### src/pkg/sls_pkg.sv
// package for the slope line setup block: register selects, fields, resets
package sls_pkg;
	// register select codes on the register write port
	localparam logic [4:0] SEL_SLOPE_BASE = 5'h00; // eight octant words 00..07
	localparam logic [4:0] SEL_NOGO_BASE = 5'h08; // eight setup-only words 08..0f
	localparam logic [4:0] SEL_ADDR = 5'h10;
	localparam logic [4:0] SEL_MASK_DATA = 5'h11;
	localparam logic [4:0] SEL_WIDTH = 5'h12;
	localparam logic [4:0] SEL_STEP_ONE = 5'h13;
	localparam logic [4:0] SEL_STEP_TWO = 5'h14;
	localparam logic [4:0] SEL_STEP_THREE = 5'h15;
	localparam logic [4:0] SEL_CONTINUE = 5'h16;
	localparam logic [4:0] SEL_MODE = 5'h17;
	localparam logic [4:0] SEL_DEPTH = 5'h18;
	localparam logic [4:0] SEL_ROP = 5'h19;
	localparam logic [4:0] SEL_PLANE = 5'h1a;
	localparam logic [4:0] SEL_FORE = 5'h1b;
	localparam logic [4:0] SEL_BACK = 5'h1c;
	// field positions
	localparam int RISE_LSB = 16;
	localparam int CAP_ENDS_BIT = 15;
	localparam int GRID_RULE_BIT = 14;
	localparam int DEPTH_BIT = 0;
	localparam int DST_FMT_LSB = 8;
	localparam int DST_BYTE_LSB = 10;
	// byte steps per pixel
	localparam logic [15:0] DEEP_STEP = 16'h0004;
	localparam logic [15:0] SHALLOW_STEP = 16'h0001;
	// working length after each segment
	localparam logic [4:0] SEG_FULL = 5'h10;
	// reset values
	localparam logic [31:0] REG_RESET = 32'h0000_0000;
	localparam logic [31:0] PLANE_RESET = 32'hffff_ffff;
	typedef enum {ST_IDLE, ST_SETUP, ST_LOAD, ST_DRAW} sls_state_type;
endpackage

### src/rtl/sls_setup_calc.sv
// combinational slope setup: stepping terms from one slope word
`timescale 1ns/10ps
module sls_setup_calc (
	input wire logic [31:0] slope_word,
	input wire logic [15:0] bitmap_width,
	input wire logic deep,
	input wire logic cap_ends,
	input wire logic grid_rule,
	output logic [15:0] addr_inc_one,
	output logic [15:0] addr_inc_two,
	output logic [15:0] err_inc_one,
	output logic [15:0] err_inc_two,
	output logic [15:0] init_err,
	output logic [3:0] seg_len
);
	logic [15:0] rise;
	logic [15:0] run;
	logic x_major_flag;
	logic run_nz;
	logic rise_nz;
	logic [15:0] dmajor;
	logic [15:0] dminor;
	logic major_nz;
	logic minor_nz;
	logic [15:0] pix_step;
	logic [15:0] amajor;
	logic [15:0] aminor;
	logic round_bit;
	logic [16:0] err_sum;

	// octant sign does not come from the register index; a zero magnitude negates its step
	assign rise = slope_word[31:sls_pkg::RISE_LSB];
	assign run = slope_word[15:0];
	assign pix_step = deep ? sls_pkg::DEEP_STEP : sls_pkg::SHALLOW_STEP;
	assign x_major_flag = (run >= rise);
	assign run_nz = (run != 16'h0000);
	assign rise_nz = (rise != 16'h0000);
	assign dmajor = x_major_flag ? run : rise;
	assign dminor = x_major_flag ? rise : run;
	assign major_nz = x_major_flag ? run_nz : rise_nz;
	assign minor_nz = x_major_flag ? rise_nz : run_nz;
	assign amajor = x_major_flag ? pix_step : bitmap_width;
	assign aminor = x_major_flag ? bitmap_width : pix_step;

	// rounding differs between the strict and traditional environments
	assign round_bit = grid_rule ? (x_major_flag ? rise_nz : ~run_nz) :
		major_nz;
	assign seg_len = 4'(dmajor + {15'h0000, cap_ends});
	assign err_inc_one = dminor;
	assign err_inc_two = 16'(dmajor + ~dminor + 16'h0001);
	// one extra bit keeps the sign for the arithmetic shift
	assign err_sum = 17'({dminor, 1'b0}) + {1'b1, ~dmajor} +
		{16'h0000, round_bit};
	assign init_err = err_sum[16:1];
	assign addr_inc_one = major_nz ? amajor : 16'(~amajor + 16'h0001);
	assign addr_inc_two = 16'((minor_nz ? aminor : 16'(~aminor + 16'h0001)) +
		addr_inc_one);
endmodule // sls_setup_calc

### src/rtl/sls_line_engine.sv
// line engine: slope setup, working set and opaque pixel stepping
// Summary of operation
// - slope octant write computes, stores stepping terms, then draws a segment
// - slope draws take pattern from mask data, start address only after an address write
// - slope word holds rise in upper half and run in lower half
// - pixel byte step is 4 when deep, otherwise 1
// - larger of run and rise is major; address steps follow the axes
// - rounding bit depends on grid rule environment
// - segment length is major plus cap ends, modulo 16
// - error increments are minor and major minus minor
// - initial error is twice minor plus not major plus round, halved
// - address increments are major step and major plus minor step, each axis step negated when its magnitude is zero
// - setup-only writes load terms but draw nothing
// - opaque lines use destination format and byte, ignoring source
// - working error, length and address drive all stepping
// - drawing starts on slope write or continue write with new pattern
// - working length and error reload only after a slope or setup-only write
// - working address reloads only after a start address write
// - after a segment: next pixel address, length 16, next error
// - at most 16 pixels per segment
// - pattern bit one writes foreground, zero writes background
// - each pixel applies raster op and plane mask
// - negative error adds first increments, else adds second address step and subtracts second error step
// - length decrements each pixel; length one or zero ends the segment
`timescale 1ns/10ps
module sls_line_engine (
	input wire logic ref_clk,
	input wire logic resetn,
	input wire logic reg_wr,
	input wire logic [4:0] reg_sel,
	input wire logic [31:0] reg_wdata,
	output logic reg_ready,
	output logic busy,
	output logic pix_wr,
	output logic [31:0] pix_addr,
	output logic [31:0] pix_color,
	output logic [31:0] pix_plane_mask,
	output logic [3:0] pix_rop,
	output logic [1:0] pix_dst_fmt,
	output logic [1:0] pix_dst_byte,
	output logic [31:0] step_params_one,
	output logic [31:0] step_params_two,
	output logic [31:0] step_params_three
);
	sls_pkg::sls_state_type state;
	logic [31:0] slope_word;
	logic [31:0] line_start_address;
	logic [31:0] line_mask_data;
	logic [15:0] bitmap_width;
	logic [31:0] drawing_mode;
	logic [31:0] pixel_depth;
	logic [31:0] raster_op;
	logic [31:0] plane_mask;
	logic [31:0] foreground_color;
	logic [31:0] background_color;
	logic slope_pending;
	logic addr_pending;
	logic draw_req;
	logic [15:0] pattern;
	logic [15:0] calc_ai1;
	logic [15:0] calc_ai2;
	logic [15:0] calc_ei1;
	logic [15:0] calc_ei2;
	logic [15:0] calc_err;
	logic [3:0] calc_len;
	logic [31:0] work_addr;
	logic [15:0] work_err;
	logic [4:0] work_len;
	logic [3:0] pix_idx;
	logic accept;
	logic sel_slope;
	logic sel_nogo;

	// writes are only taken in idle with ready shown, so a host that holds
	// its request until it sees ready is never taken twice
	assign accept = reg_wr && reg_ready && (state == sls_pkg::ST_IDLE);
	assign sel_slope = (reg_sel[4:3] == sls_pkg::SEL_SLOPE_BASE[4:3]);
	assign sel_nogo = (reg_sel[4:3] == sls_pkg::SEL_NOGO_BASE[4:3]);

	sls_setup_calc u_calc (
		.slope_word(slope_word),
		.bitmap_width(bitmap_width),
		.deep(pixel_depth[sls_pkg::DEPTH_BIT]),
		.cap_ends(drawing_mode[sls_pkg::CAP_ENDS_BIT]),
		.grid_rule(drawing_mode[sls_pkg::GRID_RULE_BIT]),
		.addr_inc_one(calc_ai1),
		.addr_inc_two(calc_ai2),
		.err_inc_one(calc_ei1),
		.err_inc_two(calc_ei2),
		.init_err(calc_err),
		.seg_len(calc_len)
	);

	// plain host registers
	always_ff @(posedge ref_clk or negedge resetn) begin
		if (!resetn) begin
			line_start_address <= sls_pkg::REG_RESET;
			line_mask_data <= sls_pkg::REG_RESET;
			bitmap_width <= sls_pkg::REG_RESET[15:0];
			drawing_mode <= sls_pkg::REG_RESET;
			pixel_depth <= sls_pkg::REG_RESET;
			raster_op <= sls_pkg::REG_RESET;
			plane_mask <= sls_pkg::PLANE_RESET;
			foreground_color <= sls_pkg::REG_RESET;
			background_color <= sls_pkg::REG_RESET;
		end else if (accept) begin
			case (reg_sel)
				sls_pkg::SEL_ADDR: line_start_address <= reg_wdata;
				sls_pkg::SEL_MASK_DATA: line_mask_data <= reg_wdata;
				sls_pkg::SEL_WIDTH: bitmap_width <= reg_wdata[15:0];
				sls_pkg::SEL_MODE: drawing_mode <= reg_wdata;
				sls_pkg::SEL_DEPTH: pixel_depth <= reg_wdata;
				sls_pkg::SEL_ROP: raster_op <= reg_wdata;
				sls_pkg::SEL_PLANE: plane_mask <= reg_wdata;
				sls_pkg::SEL_FORE: foreground_color <= reg_wdata;
				sls_pkg::SEL_BACK: background_color <= reg_wdata;
				default: ;
			endcase
		end
	end

	// slope word capture, shared by drawing and setup-only registers
	always_ff @(posedge ref_clk or negedge resetn) begin
		if (!resetn) begin
			slope_word <= sls_pkg::REG_RESET;
		end else if (accept && (sel_slope || sel_nogo)) begin
			slope_word <= reg_wdata;
		end
	end

	// stepping parameter registers: direct writes, or loaded by setup
	always_ff @(posedge ref_clk or negedge resetn) begin
		if (!resetn) begin
			step_params_one <= sls_pkg::REG_RESET;
			step_params_two <= sls_pkg::REG_RESET;
			step_params_three <= sls_pkg::REG_RESET;
		end else if (state == sls_pkg::ST_SETUP) begin
			step_params_one <= {calc_ai1, calc_ei1};
			step_params_two <= {calc_ai2, calc_ei2};
			step_params_three <= {calc_err, 12'h000, calc_len};
		end else if (accept && reg_sel == sls_pkg::SEL_STEP_ONE) begin
			step_params_one <= reg_wdata;
		end else if (accept && reg_sel == sls_pkg::SEL_STEP_TWO) begin
			step_params_two <= reg_wdata;
		end else if (accept && reg_sel == sls_pkg::SEL_STEP_THREE) begin
			step_params_three <= reg_wdata;
		end
	end

	// reload flags: set by writes, consumed when a segment loads
	always_ff @(posedge ref_clk or negedge resetn) begin
		if (!resetn) begin
			slope_pending <= 1'b0;
			addr_pending <= 1'b0;
		end else begin
			if (accept && (sel_slope || sel_nogo)) begin
				slope_pending <= 1'b1;
			end else if (state == sls_pkg::ST_LOAD) begin
				slope_pending <= 1'b0;
			end
			if (accept && reg_sel == sls_pkg::SEL_ADDR) begin
				addr_pending <= 1'b1;
			end else if (state == sls_pkg::ST_LOAD) begin
				addr_pending <= 1'b0;
			end
		end
	end

	// sequencer: setup, optional draw, back to idle
	always_ff @(posedge ref_clk or negedge resetn) begin
		if (!resetn) begin
			state <= sls_pkg::ST_IDLE;
			draw_req <= 1'b0;
			pattern <= 16'h0000;
		end else begin
			case (state)
				sls_pkg::ST_IDLE: begin
					if (accept && sel_slope) begin
						draw_req <= 1'b1;
						pattern <= line_mask_data[15:0];
						state <= sls_pkg::ST_SETUP;
					end else if (accept && sel_nogo) begin
						draw_req <= 1'b0;
						state <= sls_pkg::ST_SETUP;
					end else if (accept && reg_sel == sls_pkg::SEL_CONTINUE) begin
						pattern <= reg_wdata[15:0];
						state <= sls_pkg::ST_LOAD;
					end
				end
				sls_pkg::ST_SETUP: begin
					state <= draw_req ? sls_pkg::ST_LOAD : sls_pkg::ST_IDLE;
				end
				sls_pkg::ST_LOAD: begin
					state <= sls_pkg::ST_DRAW;
				end
				sls_pkg::ST_DRAW: begin
					if (work_len == 5'h00 || work_len == 5'h01) begin
						state <= sls_pkg::ST_IDLE;
					end
				end
				default: state <= sls_pkg::ST_IDLE;
			endcase
		end
	end

	// working set: conditional reload, then bresenham stepping
	always_ff @(posedge ref_clk or negedge resetn) begin
		if (!resetn) begin
			work_addr <= sls_pkg::REG_RESET;
			work_err <= 16'h0000;
			work_len <= 5'h00;
			pix_idx <= 4'h0;
		end else if (state == sls_pkg::ST_LOAD) begin
			pix_idx <= 4'h0;
			if (slope_pending) begin
				// length and error come from the stored setup terms
				work_len <= {1'b0, step_params_three[3:0]};
				work_err <= step_params_three[31:16];
			end
			if (addr_pending) begin
				work_addr <= line_start_address;
			end
		end else if (state == sls_pkg::ST_DRAW) begin
			if (work_len != 5'h00) begin
				pix_idx <= 4'(pix_idx + 4'h1);
				if (work_err[15]) begin
					work_addr <= 32'(work_addr +
						{{16{step_params_one[31]}}, step_params_one[31:16]});
					work_err <= 16'(work_err + step_params_one[15:0]);
				end else begin
					work_addr <= 32'(work_addr +
						{{16{step_params_two[31]}}, step_params_two[31:16]});
					work_err <= 16'(work_err - step_params_two[15:0]);
				end
			end
			// a zero length segment also leaves 16 for the next one
			if (work_len == 5'h00 || work_len == 5'h01) begin
				work_len <= sls_pkg::SEG_FULL;
			end else begin
				work_len <= 5'(work_len - 5'h01);
			end
		end
	end

	// pixel write port: one pixel per cycle while length remains
	always_ff @(posedge ref_clk or negedge resetn) begin
		if (!resetn) begin
			pix_wr <= 1'b0;
			pix_addr <= sls_pkg::REG_RESET;
			pix_color <= sls_pkg::REG_RESET;
			pix_plane_mask <= sls_pkg::REG_RESET;
			pix_rop <= 4'h0;
			pix_dst_fmt <= 2'h0;
			pix_dst_byte <= 2'h0;
		end else begin
			pix_wr <= (state == sls_pkg::ST_DRAW) && (work_len != 5'h00);
			pix_addr <= work_addr;
			pix_color <= pattern[pix_idx] ? foreground_color :
				background_color;
			pix_plane_mask <= plane_mask;
			pix_rop <= raster_op[3:0];
			pix_dst_fmt <= raster_op[sls_pkg::DST_FMT_LSB +: 2];
			pix_dst_byte <= raster_op[sls_pkg::DST_BYTE_LSB +: 2];
		end
	end

	// handshake outputs, registered
	always_ff @(posedge ref_clk or negedge resetn) begin
		if (!resetn) begin
			reg_ready <= 1'b0;
			busy <= 1'b0;
		end else begin
			reg_ready <= (state == sls_pkg::ST_IDLE) && !accept;
			busy <= (state != sls_pkg::ST_IDLE) || accept;
		end
	end
endmodule // sls_line_engine

### config.mk
export PLATFORM = sky130hd
export DESIGN_NAME = sls_line_engine
export DESIGN_NICKNAME = d
export VERILOG_FILES = /design/src/pkg/sls_pkg.sv /design/src/rtl/sls_setup_calc.sv /design/src/rtl/sls_line_engine.sv
export SDC_FILE = /design/constraint.sdc
export NUM_CORES = 1
export LEC_CHECK = 0
export BUFFER_PORTS_ARGS = -buffer_cell sky130_fd_sc_hd__buf_2
export CORE_AREA = 3 3 230 232
export CTS_CLUSTER_DIAMETER = 200
export DETAILED_ROUTE_END_ITERATION = 12
export DIE_AREA = 0 0 233 235
export GPL_TIMING_DRIVEN = 0
export HOLD_SLACK_MARGIN = 0.03
export PLACE_DENSITY = 0.71
export SLEW_MARGIN = 20
export SYNTH_ARGS = -nofsm -noshare
export SYNTH_HDL_FRONTEND = slang
export SYNTH_SLANG_ARGS = --single-unit
### constraint.sdc
create_clock -name ref_clk -period 5.8 [get_ports ref_clk]
set_input_delay 0.29 -clock ref_clk [delete_from_list [all_inputs] [get_ports ref_clk]]
set_output_delay 0.29 -clock ref_clk [all_outputs]
set_load 0.02 [all_outputs]
# ---- Word level (Yosys, flattened, before mapping)
# Index checks and enable logic that the tools add are counted.
dict set report op_classes {
  n_addsub 14
  muxes 54
  n_lt_le_gt_ge 2
  mul 0
  shift 0
  div 0
  n_eq_ne 28
  n_reduce_logical 51
  bitwise 5
}
# op n
set ops {}
lappend ops {{two-way mux 32 bit} 19}
lappend ops {{two-way mux 16 bit} 14}
lappend ops {{case mux 32 bit (4 select lines)} 1}
lappend ops {{equality test 32 x 2 -> 1 bit, second input constant} 3}
lappend ops {{equality test 5 bit, second input constant} 13}
lappend ops {{adder 32 bit} 2}
lappend ops {{equality test 32 x 3 -> 1 bit, second input constant} 2}
lappend ops {{zero test 32 bit} 2}
lappend ops {{inverter 16 bit} 4}
lappend ops {{adder 16 x 1 -> 16 bit, second input constant} 3}
lappend ops {{adder 16 bit} 3}
lappend ops {{equality test 32 x 1 -> 1 bit, second input constant} 1}
lappend ops {{nonzero test 16 bit} 2}
lappend ops {{nonzero test 32 bit} 1}
lappend ops {{AND reduction 2 bit} 14}
lappend ops {{two-way mux 5 bit} 4}
lappend ops {{nonzero test 2 bit} 9}
lappend ops {{adder 17 x 1 -> 17 bit} 1}
lappend ops {{adder 17 bit} 1}
lappend ops {{greater-or-equal comparator 16 bit} 1}
lappend ops {{subtractor 16 bit} 1}
lappend ops {{logical AND 1 bit} 12}
lappend ops {{two-way mux 4 bit} 3}
lappend ops {{inequality test 2 bit, second input constant} 6}
lappend ops {{18 further kinds} 32}
dict set report totals {
  input_bits 40
  latchBits 0
  ramBits 0
  mem_bits_ro 0
  reg_bits 532
  output_inout_bits 203
  word_cells 185
  mem_count 0
}

# ---- Longest topological paths before layout
# Gate-level depths: netlist (run 1).
dict set report logic_depth {
  word_depth 7
  ltp_mapped 27
  mapped_depth_nobuf 24
}

# ---- Hierarchy
# From an unflattened synthesis (run 1), not the netlist that was laid out.
dict set report hier_totals {
  cells_unflattened 2468
  hier_area_um2 25360.6
}
# mod cells_per_inst seq_area_each_um2 instances area_per_inst_um2
set modules_own_cells {}
lappend modules_own_cells {sls_line_engine 1880 12151.7 1 21538.2}
lappend modules_own_cells {sls_setup_calc 588 0.0 1 3822.4}

# ---- Worst setup path before layout (run 1)
# Ideal clock, no wire load.
dict set report synth_path {
  kind {flip-flop to flip-flop}
  from {register slope_word[29]}
  to {register step_params_two[31]}
  required_time_ns 5.667
  stages_incl_launch_ff 27
  t_arrival_ns 5.222
  period_less_slack_ns 5.355
  setup_ns 0.133
  slack_ns 0.445
  n_path_buf 6
  path_cell_list {dfrtp_1 > inv_1 > ha_1 > buf_6 > nand4_2 > nor4_2 > a211oi_2 > nand3_2 > buf_2 > buf_2 > buf_2 > buf_1 > a21oi_1 > ha_1 > clkbuf_1 > a21oi_1 > nor2_1 > a311oi_1 > ha_1 > and2_1 > o21ai_0 > o311ai_4 > a221oi_2 > a221o_1 > o31ai_2 > xnor2_1 > o21ai_1}
}
dict set report synth_between {
  elab_chain_len 7
  word_cells_on_any_way 14
  classes_between {add/sub: 3; order compare: 1; mux: 7; bitwise: 2; reduce/logical: 1}
}
# item line
set synth_lines {}
lappend synth_lines {{from (decl)} sls_line_engine.sv:46} ;# logic [31:0] slope_word;
lappend synth_lines {{from (signal assigned)} sls_line_engine.sv:125} ;# slope_word <= sls_pkg::REG_RESET;
lappend synth_lines {{from (signal assigned)} sls_line_engine.sv:127} ;# slope_word <= reg_wdata;
lappend synth_lines {{greater-or-equal comparator 16 bit} sls_setup_calc.sv:35} ;# assign x_major_flag = (run >= rise);
lappend synth_lines {{two-way mux 16 bit (on tied branches)} {sls_setup_calc.sv:43, sls_setup_calc.sv:42}}
lappend synth_lines {{inverter 16 bit (on tied branches)} {sls_setup_calc.sv:56, sls_setup_calc.sv:55}}
lappend synth_lines {{adder 16 x 1 -> 16 bit (on tied branches)} {sls_setup_calc.sv:56, sls_setup_calc.sv:55}}
lappend synth_lines {{two-way mux 16 bit (on tied branches)} {sls_setup_calc.sv:56, sls_setup_calc.sv:55}}
lappend synth_lines {{adder 16 bit *} sls_setup_calc.sv:56} ;# assign addr_inc_two = 16'((minor_nz ? aminor : 16'(~aminor + 16'h0001)) +
lappend synth_lines {{two-way mux 32 bit *} sls_line_engine.sv:137} ;# end else if (state == sls_pkg::ST_SETUP) begin
lappend synth_lines {{to (signal assigned)} sls_line_engine.sv:135} ;# step_params_two <= sls_pkg::REG_RESET;
lappend synth_lines {{to (signal assigned)} sls_line_engine.sv:139} ;# step_params_two <= {calc_ai2, calc_ei2};
lappend synth_lines {{to (signal assigned)} sls_line_engine.sv:144} ;# step_params_two <= reg_wdata;
lappend synth_lines {{to (decl)} sls_line_engine.sv:42} ;# output logic [31:0] step_params_two,
# Mark *: on every way between the ends. The rest lies on a longest branch, timed or not.
# A chain may end at the register's enable or synchronous reset.

# ---- Worst setup path in the final report (run 1)
dict set report layout_path {
  from {register slope_word[18]}
  to {register step_params_two[31]}
}
# The elaborated chain is that of the path after synthesis.

==> impl_metrics.ini, run 1 <==
[sta]
worst_slew_pin_slew_ps = 1230
finalHoldWorstSlack_ps = 53.3
timing.fmax_mhz = 179
finalHoldViolCount = 0
timing.final.ws_setup_ps = 208
fin_skew_ps = 40.4
slew_violations = 0
min_period_ps = 5590
setup_viol = 0
finalCritPeriodShare = 0.964
slew_headroom = 0.177

[setup_path]
crit_path_end_kind = flop
path_cells = inv_1, ha_1, o21ai_0, o21ai_1, a211o_4, nor3_4, buf_6, clkbuf_4, buf_6, nand2_1, ha_4, nor2_1, xnor2_1, a21oi_2, ha_1, a21o_1, a21o_1, a21oi_4, o311ai_4, a221oi_2, a221o_1, o31ai_2, xnor2_1, o21ai_1
crit_arrival_ps = 6070
worstSetupPathType = flop to flop
max_stage_delay_ps = 500
worst_path_max_delay_cell = dfrtp_1
start_kind = flop
crit_required_ps = 6280
crit_fanout = 10

[power]
ir_drop_mv = 0.272
p_per_area_nw_per_um2 = 550
power_mw = 16.4
power_leakage_nw = 14.4

[clock_network]
clk_pin_slew_ps = 70
htree_levels = 2
cts_buffers = 53
tritoncts = built
clk_latency_ps = 620
clkSinkCount = 484
clk_path_buf_depth = 3
root_buffer = clkbuf_16

[placed_design]
place_ws_ps = -1270
io_buffer_count = 240
place.gp.congestion = 0.967
dp.cells = 3335
dp_hpwl_mm = 62.4

[synthesis]
synth.area.top_cells = dfrtp_1 (45%), mux2_2 (11%), ha_1 (4.9%)
synth_edf_count = 0
synth.mux.area_fraction = 0.149
ys_seq_area_frac = 0.480
syn_nets = 2551
yosys.area.top_type = dfrtp_1
synth-compound-area-share = 0.144
ys_types = 97
ys.flop_type = dfrtp_1
synth_top_family_by_area = multiplexers
yosys_warnings = 0
synth-xor-area-share = 0.0356
synth-simple-area-share = 0.109
synth_commonest_cells = dfrtp_1 (452), nand2_1 (280), mux2_2 (242)
synth_async_sr_flop_share = 1.00
syn_inst = 2407
yosysTopAreaCellShare = 0.446
synth.most_common_cell = dfrtp_1
syn_avg_cell_area_sq_um = 10.5
syn_area_sq_um = 25300
ys_ff_latch = 484
synthAdderAreaFrac = 0.0529

[die]
fp.dieArea_sq_um = 54800
fp.dieW_um = 233
initial_core_util = 0.495
num_rows = 83
io_pins = 243
die_h_um = 235
core_area_sq_um = 51200

[route]
ant_nets = 0
wirelength_mm = 85.7
firstDrtPassIters = 5
wl_per_cell_um = 24.9
vias_per_cell = 6.07
drc = 0
via_count = 20900
drt_iter0_drc = 2198

[status]
status = finished, final reports clean

[global_route]
grt_pass1_wl_mm = 128
antenna_found_initial = 6
first_global_vias = 20500
overflow = 0
grt_max_degree = 99
grtUsageTotal = 0.310

[finish]
final_util = 0.583
drive_gt1_frac = 0.260
layout.nets = 2864
finalNonFillerCells = 3445
nFillCells = 4312
area_growth_pct = 17.9

[job]
maxCapViolCount = 0

[hold_path]
worst_hold_path_type = input port to flop
final timing paths:
| path | startpoint | end | slack (ps) | depth (start not counted) |
|---|---|---|---|---|
| min in group asynchronous | resetn | work_err[4] | 260 | 2 |
| hold reg to reg | raster_op[9] | pix_dst_fmt[1] | 380 | 0 |
| setup / recovery | slope_word[18] | step_params_two[31] | 210 | 24 |
| hold / removal | reg_sel[0] | pixel_depth[0] | 50 | 3 |
| setup reg to reg | slope_word[18] | step_params_two[31] | 210 | 24 |
| max in group asynchronous | resetn | plane_mask[12] | 4160 | 4 |
critical path: cells and delay by family (launching register included):
family	cells	cell delay, ps
compound gates	12	2440
xor+xnor	2	310
fa+ha+maj	3	970
buf+inv	4	740
flops	1	500
simple gates	3	490
state kept, by name, summed over array words and instances, names as in the netlist, 5 cells and up:
name,cells
work_addr,32
pix_color,32
step_params_two,32
line_start_address,32
slope_word,32
pix_plane_mask,32
foreground_color,32
bitmap_width,16
pattern,16
work_err,16
work_len,5
line_mask_data,16
plane_mask,32
raster_op,8
step_params_three,32
step_params_one,32
background_color,32
pix_addr,32
cell type report:
cell class,instances,area [sq um],share of cell area
multi-input combinational,1733,12600,0.423
tap,680,851,0.0285
buffer,126,548,0.0183
antenna,1,2.50,0.0000838
clock buffer,69,1480,0.0494
inverter,62,233,0.00779
timing repair buffer,260,1470,0.0493
sequential,484,12200,0.407
clock inverter,30,490,0.0164
report_power, final:
part	switching, mW	internal (mW)
logic	4.85	2.99
clock network	1.46	2.30
registers	0.720	4.11
total	7.03	9.39
timing repair:
item / CTS / global route
pin swaps: 4 / 9
resized for setup: 38 / 24
endpoints found under the hold margin: 81 / 0
gates cloned: 0 / 0
endpoints found under the setup margin: 19 / 9
buffers inserted: 2 / 5
hold buffers: 5 / 0
kinds of logic after synthesis:
kind of cell | after synthesis
xor gates and xnor gates | 102
adders and majority gates | 105
muxes | 341
and+or+nand+nor | 605
DFF | 484
buffers and inverters | 190
AOI/OAI and AO/OA | 580
per-stage QoR:
stage               instance area (sq um)  setup TNS, ps
floorplan                           25300              0
global placement                    27400       -2309450
detailed placement                  27600         -13750
CTS                                 29800              0
global route                        29900         -0.782
finish                              29900              0
layer usage:
layer  part of all wire  vias up  global-route usage
met5            0.00037        -                   0
met4              0.049        4               0.133
met3              0.094      197              0.0786
met2               0.45     1022               0.482
met1               0.41    10400               0.413
li1                   -     9269                   -
cells in the final DEF, fill, tap and decap left out, types with 7 or more instances in the layout:
cell         n
a211oi_1    16
a21o_1      36
a21oi_1    142
a31oi_1     40
and2_1       7
and3_1      10
buf_1       20
buf_2      245
buf_4       11
bufinv_16   11
clkbuf_1    90
clkbuf_16   53
clkbuf_2     8
clkbuf_8     9
clkinv_2    10
dfrtp_1    449
dfstp_2     32
ha_1        92
inv_1       61
mux2_2     242
mux2i_1     92
nand2_1    280
nand2b_1    14
nand3_1     19
nand3b_1     7
nand4_1     13
nor2_1     150
nor2b_1     14
nor3_1      31
nor4_1      14
nor4_2       7
o211ai_1     9
o21a_1      14
o21ai_0    179
o21ai_1     17
o21bai_1    18
o31ai_1     11
or3_1       11
xnor2_1     56
xor2_1      45
Note: power is estimated with default switching activity, not from simulation.
==> run 2: changes to the inputs <==
--- a/config.mk
+++ b/config.mk
@@ -5,14 +5,15 @@
 export SDC_FILE = /design/constraint.sdc
 export NUM_CORES = 1
 export LEC_CHECK = 0
+export ABC_AREA = 1
 export BUFFER_PORTS_ARGS = -buffer_cell sky130_fd_sc_hd__buf_2
-export CORE_AREA = 3 3 230 232
+export CORE_AREA = 3 3 220 222
 export CTS_CLUSTER_DIAMETER = 200
 export DETAILED_ROUTE_END_ITERATION = 12
-export DIE_AREA = 0 0 233 235
+export DIE_AREA = 0 0 223 225
 export GPL_TIMING_DRIVEN = 0
 export HOLD_SLACK_MARGIN = 0.03
-export PLACE_DENSITY = 0.71
+export PLACE_DENSITY_LB_ADDON = 0.12
 export SLEW_MARGIN = 20
 export SYNTH_ARGS = -nofsm -noshare
 export SYNTH_HDL_FRONTEND = slang
==> impl_metrics.ini, run 2 <==
[placed_design]
dp.cells = 3867
dp_hpwl_mm = 70.2
place_ws_ps = 422
io_buffer_count = 241
place.gp.congestion = 0.997
postPlaceCellArea_sq_um = 27200

[setup_path]
worst_path_max_delay_cell = ha_1
worst-path-buf-inv = 9
worstSetupPathType = flop to flop
crit_path_end_kind = flop
crit_required_ps = 6330
crit_fanout = 10
ff2ff_path_depth = 34
crit_path_start = slope_word[23]
r2r_slack_ps = 380
crit_arrival_ps = 5950
crit_top_cell = nand2_1
max_stage_delay_ps = 420
r2r-start = slope_word[23]
crit_family = simple AND/OR/NAND/NOR gates
start_kind = flop
r2r_end = step_params_two[31]

[sta]
timing.fmax_mhz = 184
worst_slew_pin_slew_ps = 922
finalHoldViolCount = 0
setup_viol = 0
finalCritPeriodShare = 0.935
timing.final.ws_setup_ps = 376
slew_headroom = 0.380
slew_violations = 0
finalHoldWorstSlack_ps = 77.0
rsz0062_at_grt = false
fin_skew_ps = 31.8
min_period_ps = 5420

[die]
fp.dieW_um = 223
num_rows = 79
die_h_um = 225
core_area_sq_um = 46600
initial_core_util = 0.538
io_pins = 243
fp.dieArea_sq_um = 50200

[finish]
final_area_sq_um = 29100
finalNonFillerCells = 3991
final_common_cell = nand2_1
layout_common_cells = nand2_1 (738), dfrtp_1 (452), o21ai_0 (416)
layout.nets = 3484
drive_gt1_frac = 0.141
area_growth_pct = 16.1
seq_area_sq_um = 12200
nFillCells = 4093
multi_input_area_sq_um = 11300

[global_route]
overflow = 0
grtUsageTotal = 0.358
grt_pass1_wl_mm = 135
first_global_vias = 21700
grt_max_degree = 108
antenna_found_initial = 8

[status]
status = finished, final reports clean

[synthesis]
yosys_warnings = 0
syn_inst = 3013
yosysTopAreaCellShare = 0.452
yosys.area.top_type = dfrtp_1
synth.area.top_cells = dfrtp_1 (45%), nand2_1 (11%), o21ai_0 (8.4%)
syn_avg_cell_area_sq_um = 8.31
ys_types = 64
ys_ff_latch = 484
synth.most_common_cell = nand2_1
ys_seq_area_frac = 0.485
synth_async_sr_flop_share = 1.00
syn_nets = 3157
syn_area_sq_um = 25000
ys.flop_type = dfrtp_1
synth_edf_count = 0
synth_commonest_cells = nand2_1 (738), dfrtp_1 (452), o21ai_0 (419)

[job]
maxCapViolCount = 0

[power]
p_sw_mw = 10.5
ir_drop_mv = 0.588
p_int_mw = 10.3
power.share.clock = 0.155
power.share.switching = 0.506
p_per_area_nw_per_um2 = 716
power_leakage_nw = 14.5
seqPwrFrac = 0.256
p_comb_frac = 0.590

[clock_network]
clk_latency_ps = 620
clkSinkCount = 484
clk_pin_slew_ps = 70
htree_levels = 2
tritoncts = built
clk_path_buf_depth = 3
root_buffer = clkbuf_16
cts_buffers = 51

[hold_path]
min_path_cells = 3
worst_hold_path_type = input port to flop
min_to = slope_word[3]
hp-start = reg_wdata[3]

[route]
drc = 0
wl_per_cell_um = 22.7
drt_iter0_drc = 2402
ant_nets = 0
firstDrtPassIters = 5
vias_per_cell = 5.84
via_count = 23300
wirelength_mm = 90.8
## run 2: layout make-up
type | count | share of cell area
sequential | 484 | 0.418
tap | 607 | 0.0261
timing repair buffer | 274 | 0.0561
clock buffer | 76 | 0.0495
buffer | 122 | 0.0183
clock inverter | 18 | 0.00646
antenna | 3 | 0.000258
inverter | 290 | 0.0374
multi-input combinational | 2117 | 0.388
## run 2: worst reg2reg max path, delay by kind of cell (launching register included)
| family | cells | cell delay (ps) |
|---|---|---|
| and+or+nand+nor | 18 | 2010 |
| buffers and inverters | 9 | 1410 |
| AOI/OAI and AO/OA | 3 | 450 |
| xor gates and xnor gates | 1 | 190 |
| DFF | 1 | 320 |
| adders and majority gates | 3 | 980 |
## run 2: cells by family after synthesis
logic type / share of synthesized area
multiplexers: 0.0144
flip-flops: 0.485
adder cells (fa/ha/maj): 0.0532
buffers and inverters: 0.0648
XOR/XNOR: 0.0196
AO/OA/AOI/OAI: 0.171
AND/OR/NAND/NOR: 0.191
## run 2: per-layer routing
layer | part of all wire | wire length, um | global-route usage | vias up
met5 | 0.000088 | 8 | 0 | -
met4 | 0.046 | 4220 | 0.149 | 2
met3 | 0.090 | 8200 | 0.0587 | 200
met2 | 0.43 | 39200 | 0.535 | 1119
met1 | 0.43 | 39100 | 0.521 | 11300
li1 | - | - | - | 10700
## run 2: how the worst max path moves through the flow
stage          slack [ps]                   to  cells after the start
2_1_floorplan        1500  step_params_two[25]                     32
3_5_place_dp          420  step_params_two[31]                     33
4_1_cts               420  step_params_two[31]                     33
5_1_grt                50  step_params_two[29]                     33
3_3_place_gp        -4940        slope_word[9]                      1
6_report              380  step_params_two[31]                     34
## run 2: power by group through the flow
stage          logic (mW)  registers, mW  clock network (mW)
2_1_floorplan        7.89           5.57                   0
3_3_place_gp         11.8           5.30                   0
3_5_place_dp         12.0           5.32                   0
4_1_cts              12.0           5.27                3.25
5_1_grt              13.6           5.39                3.39
6_report             12.3           5.32                3.22
## run 2: metrics by stage
| stage | power [mW] | TNS [ps] | util |
|---|---|---|---|
| floorplan | 13.5 | 0 | - |
| global placement | 17.1 | -2266940 | 0.580 |
| detailed placement | 17.3 | 0 | 0.583 |
| CTS | 20.5 | 0 | 0.624 |
| global route | 22.3 | 0 | 0.624 |
| finish | 20.8 | 0 | 0.624 |
## run 2: repair_timing
action | 4_1_cts | 5_1_grt
buffers inserted | 0 | 0
hold endpoints to repair | 116 | 0
hold buffers | 27 | 0
endpoints found under the setup margin | 0 | 4
gates resized for setup | 0 | 4
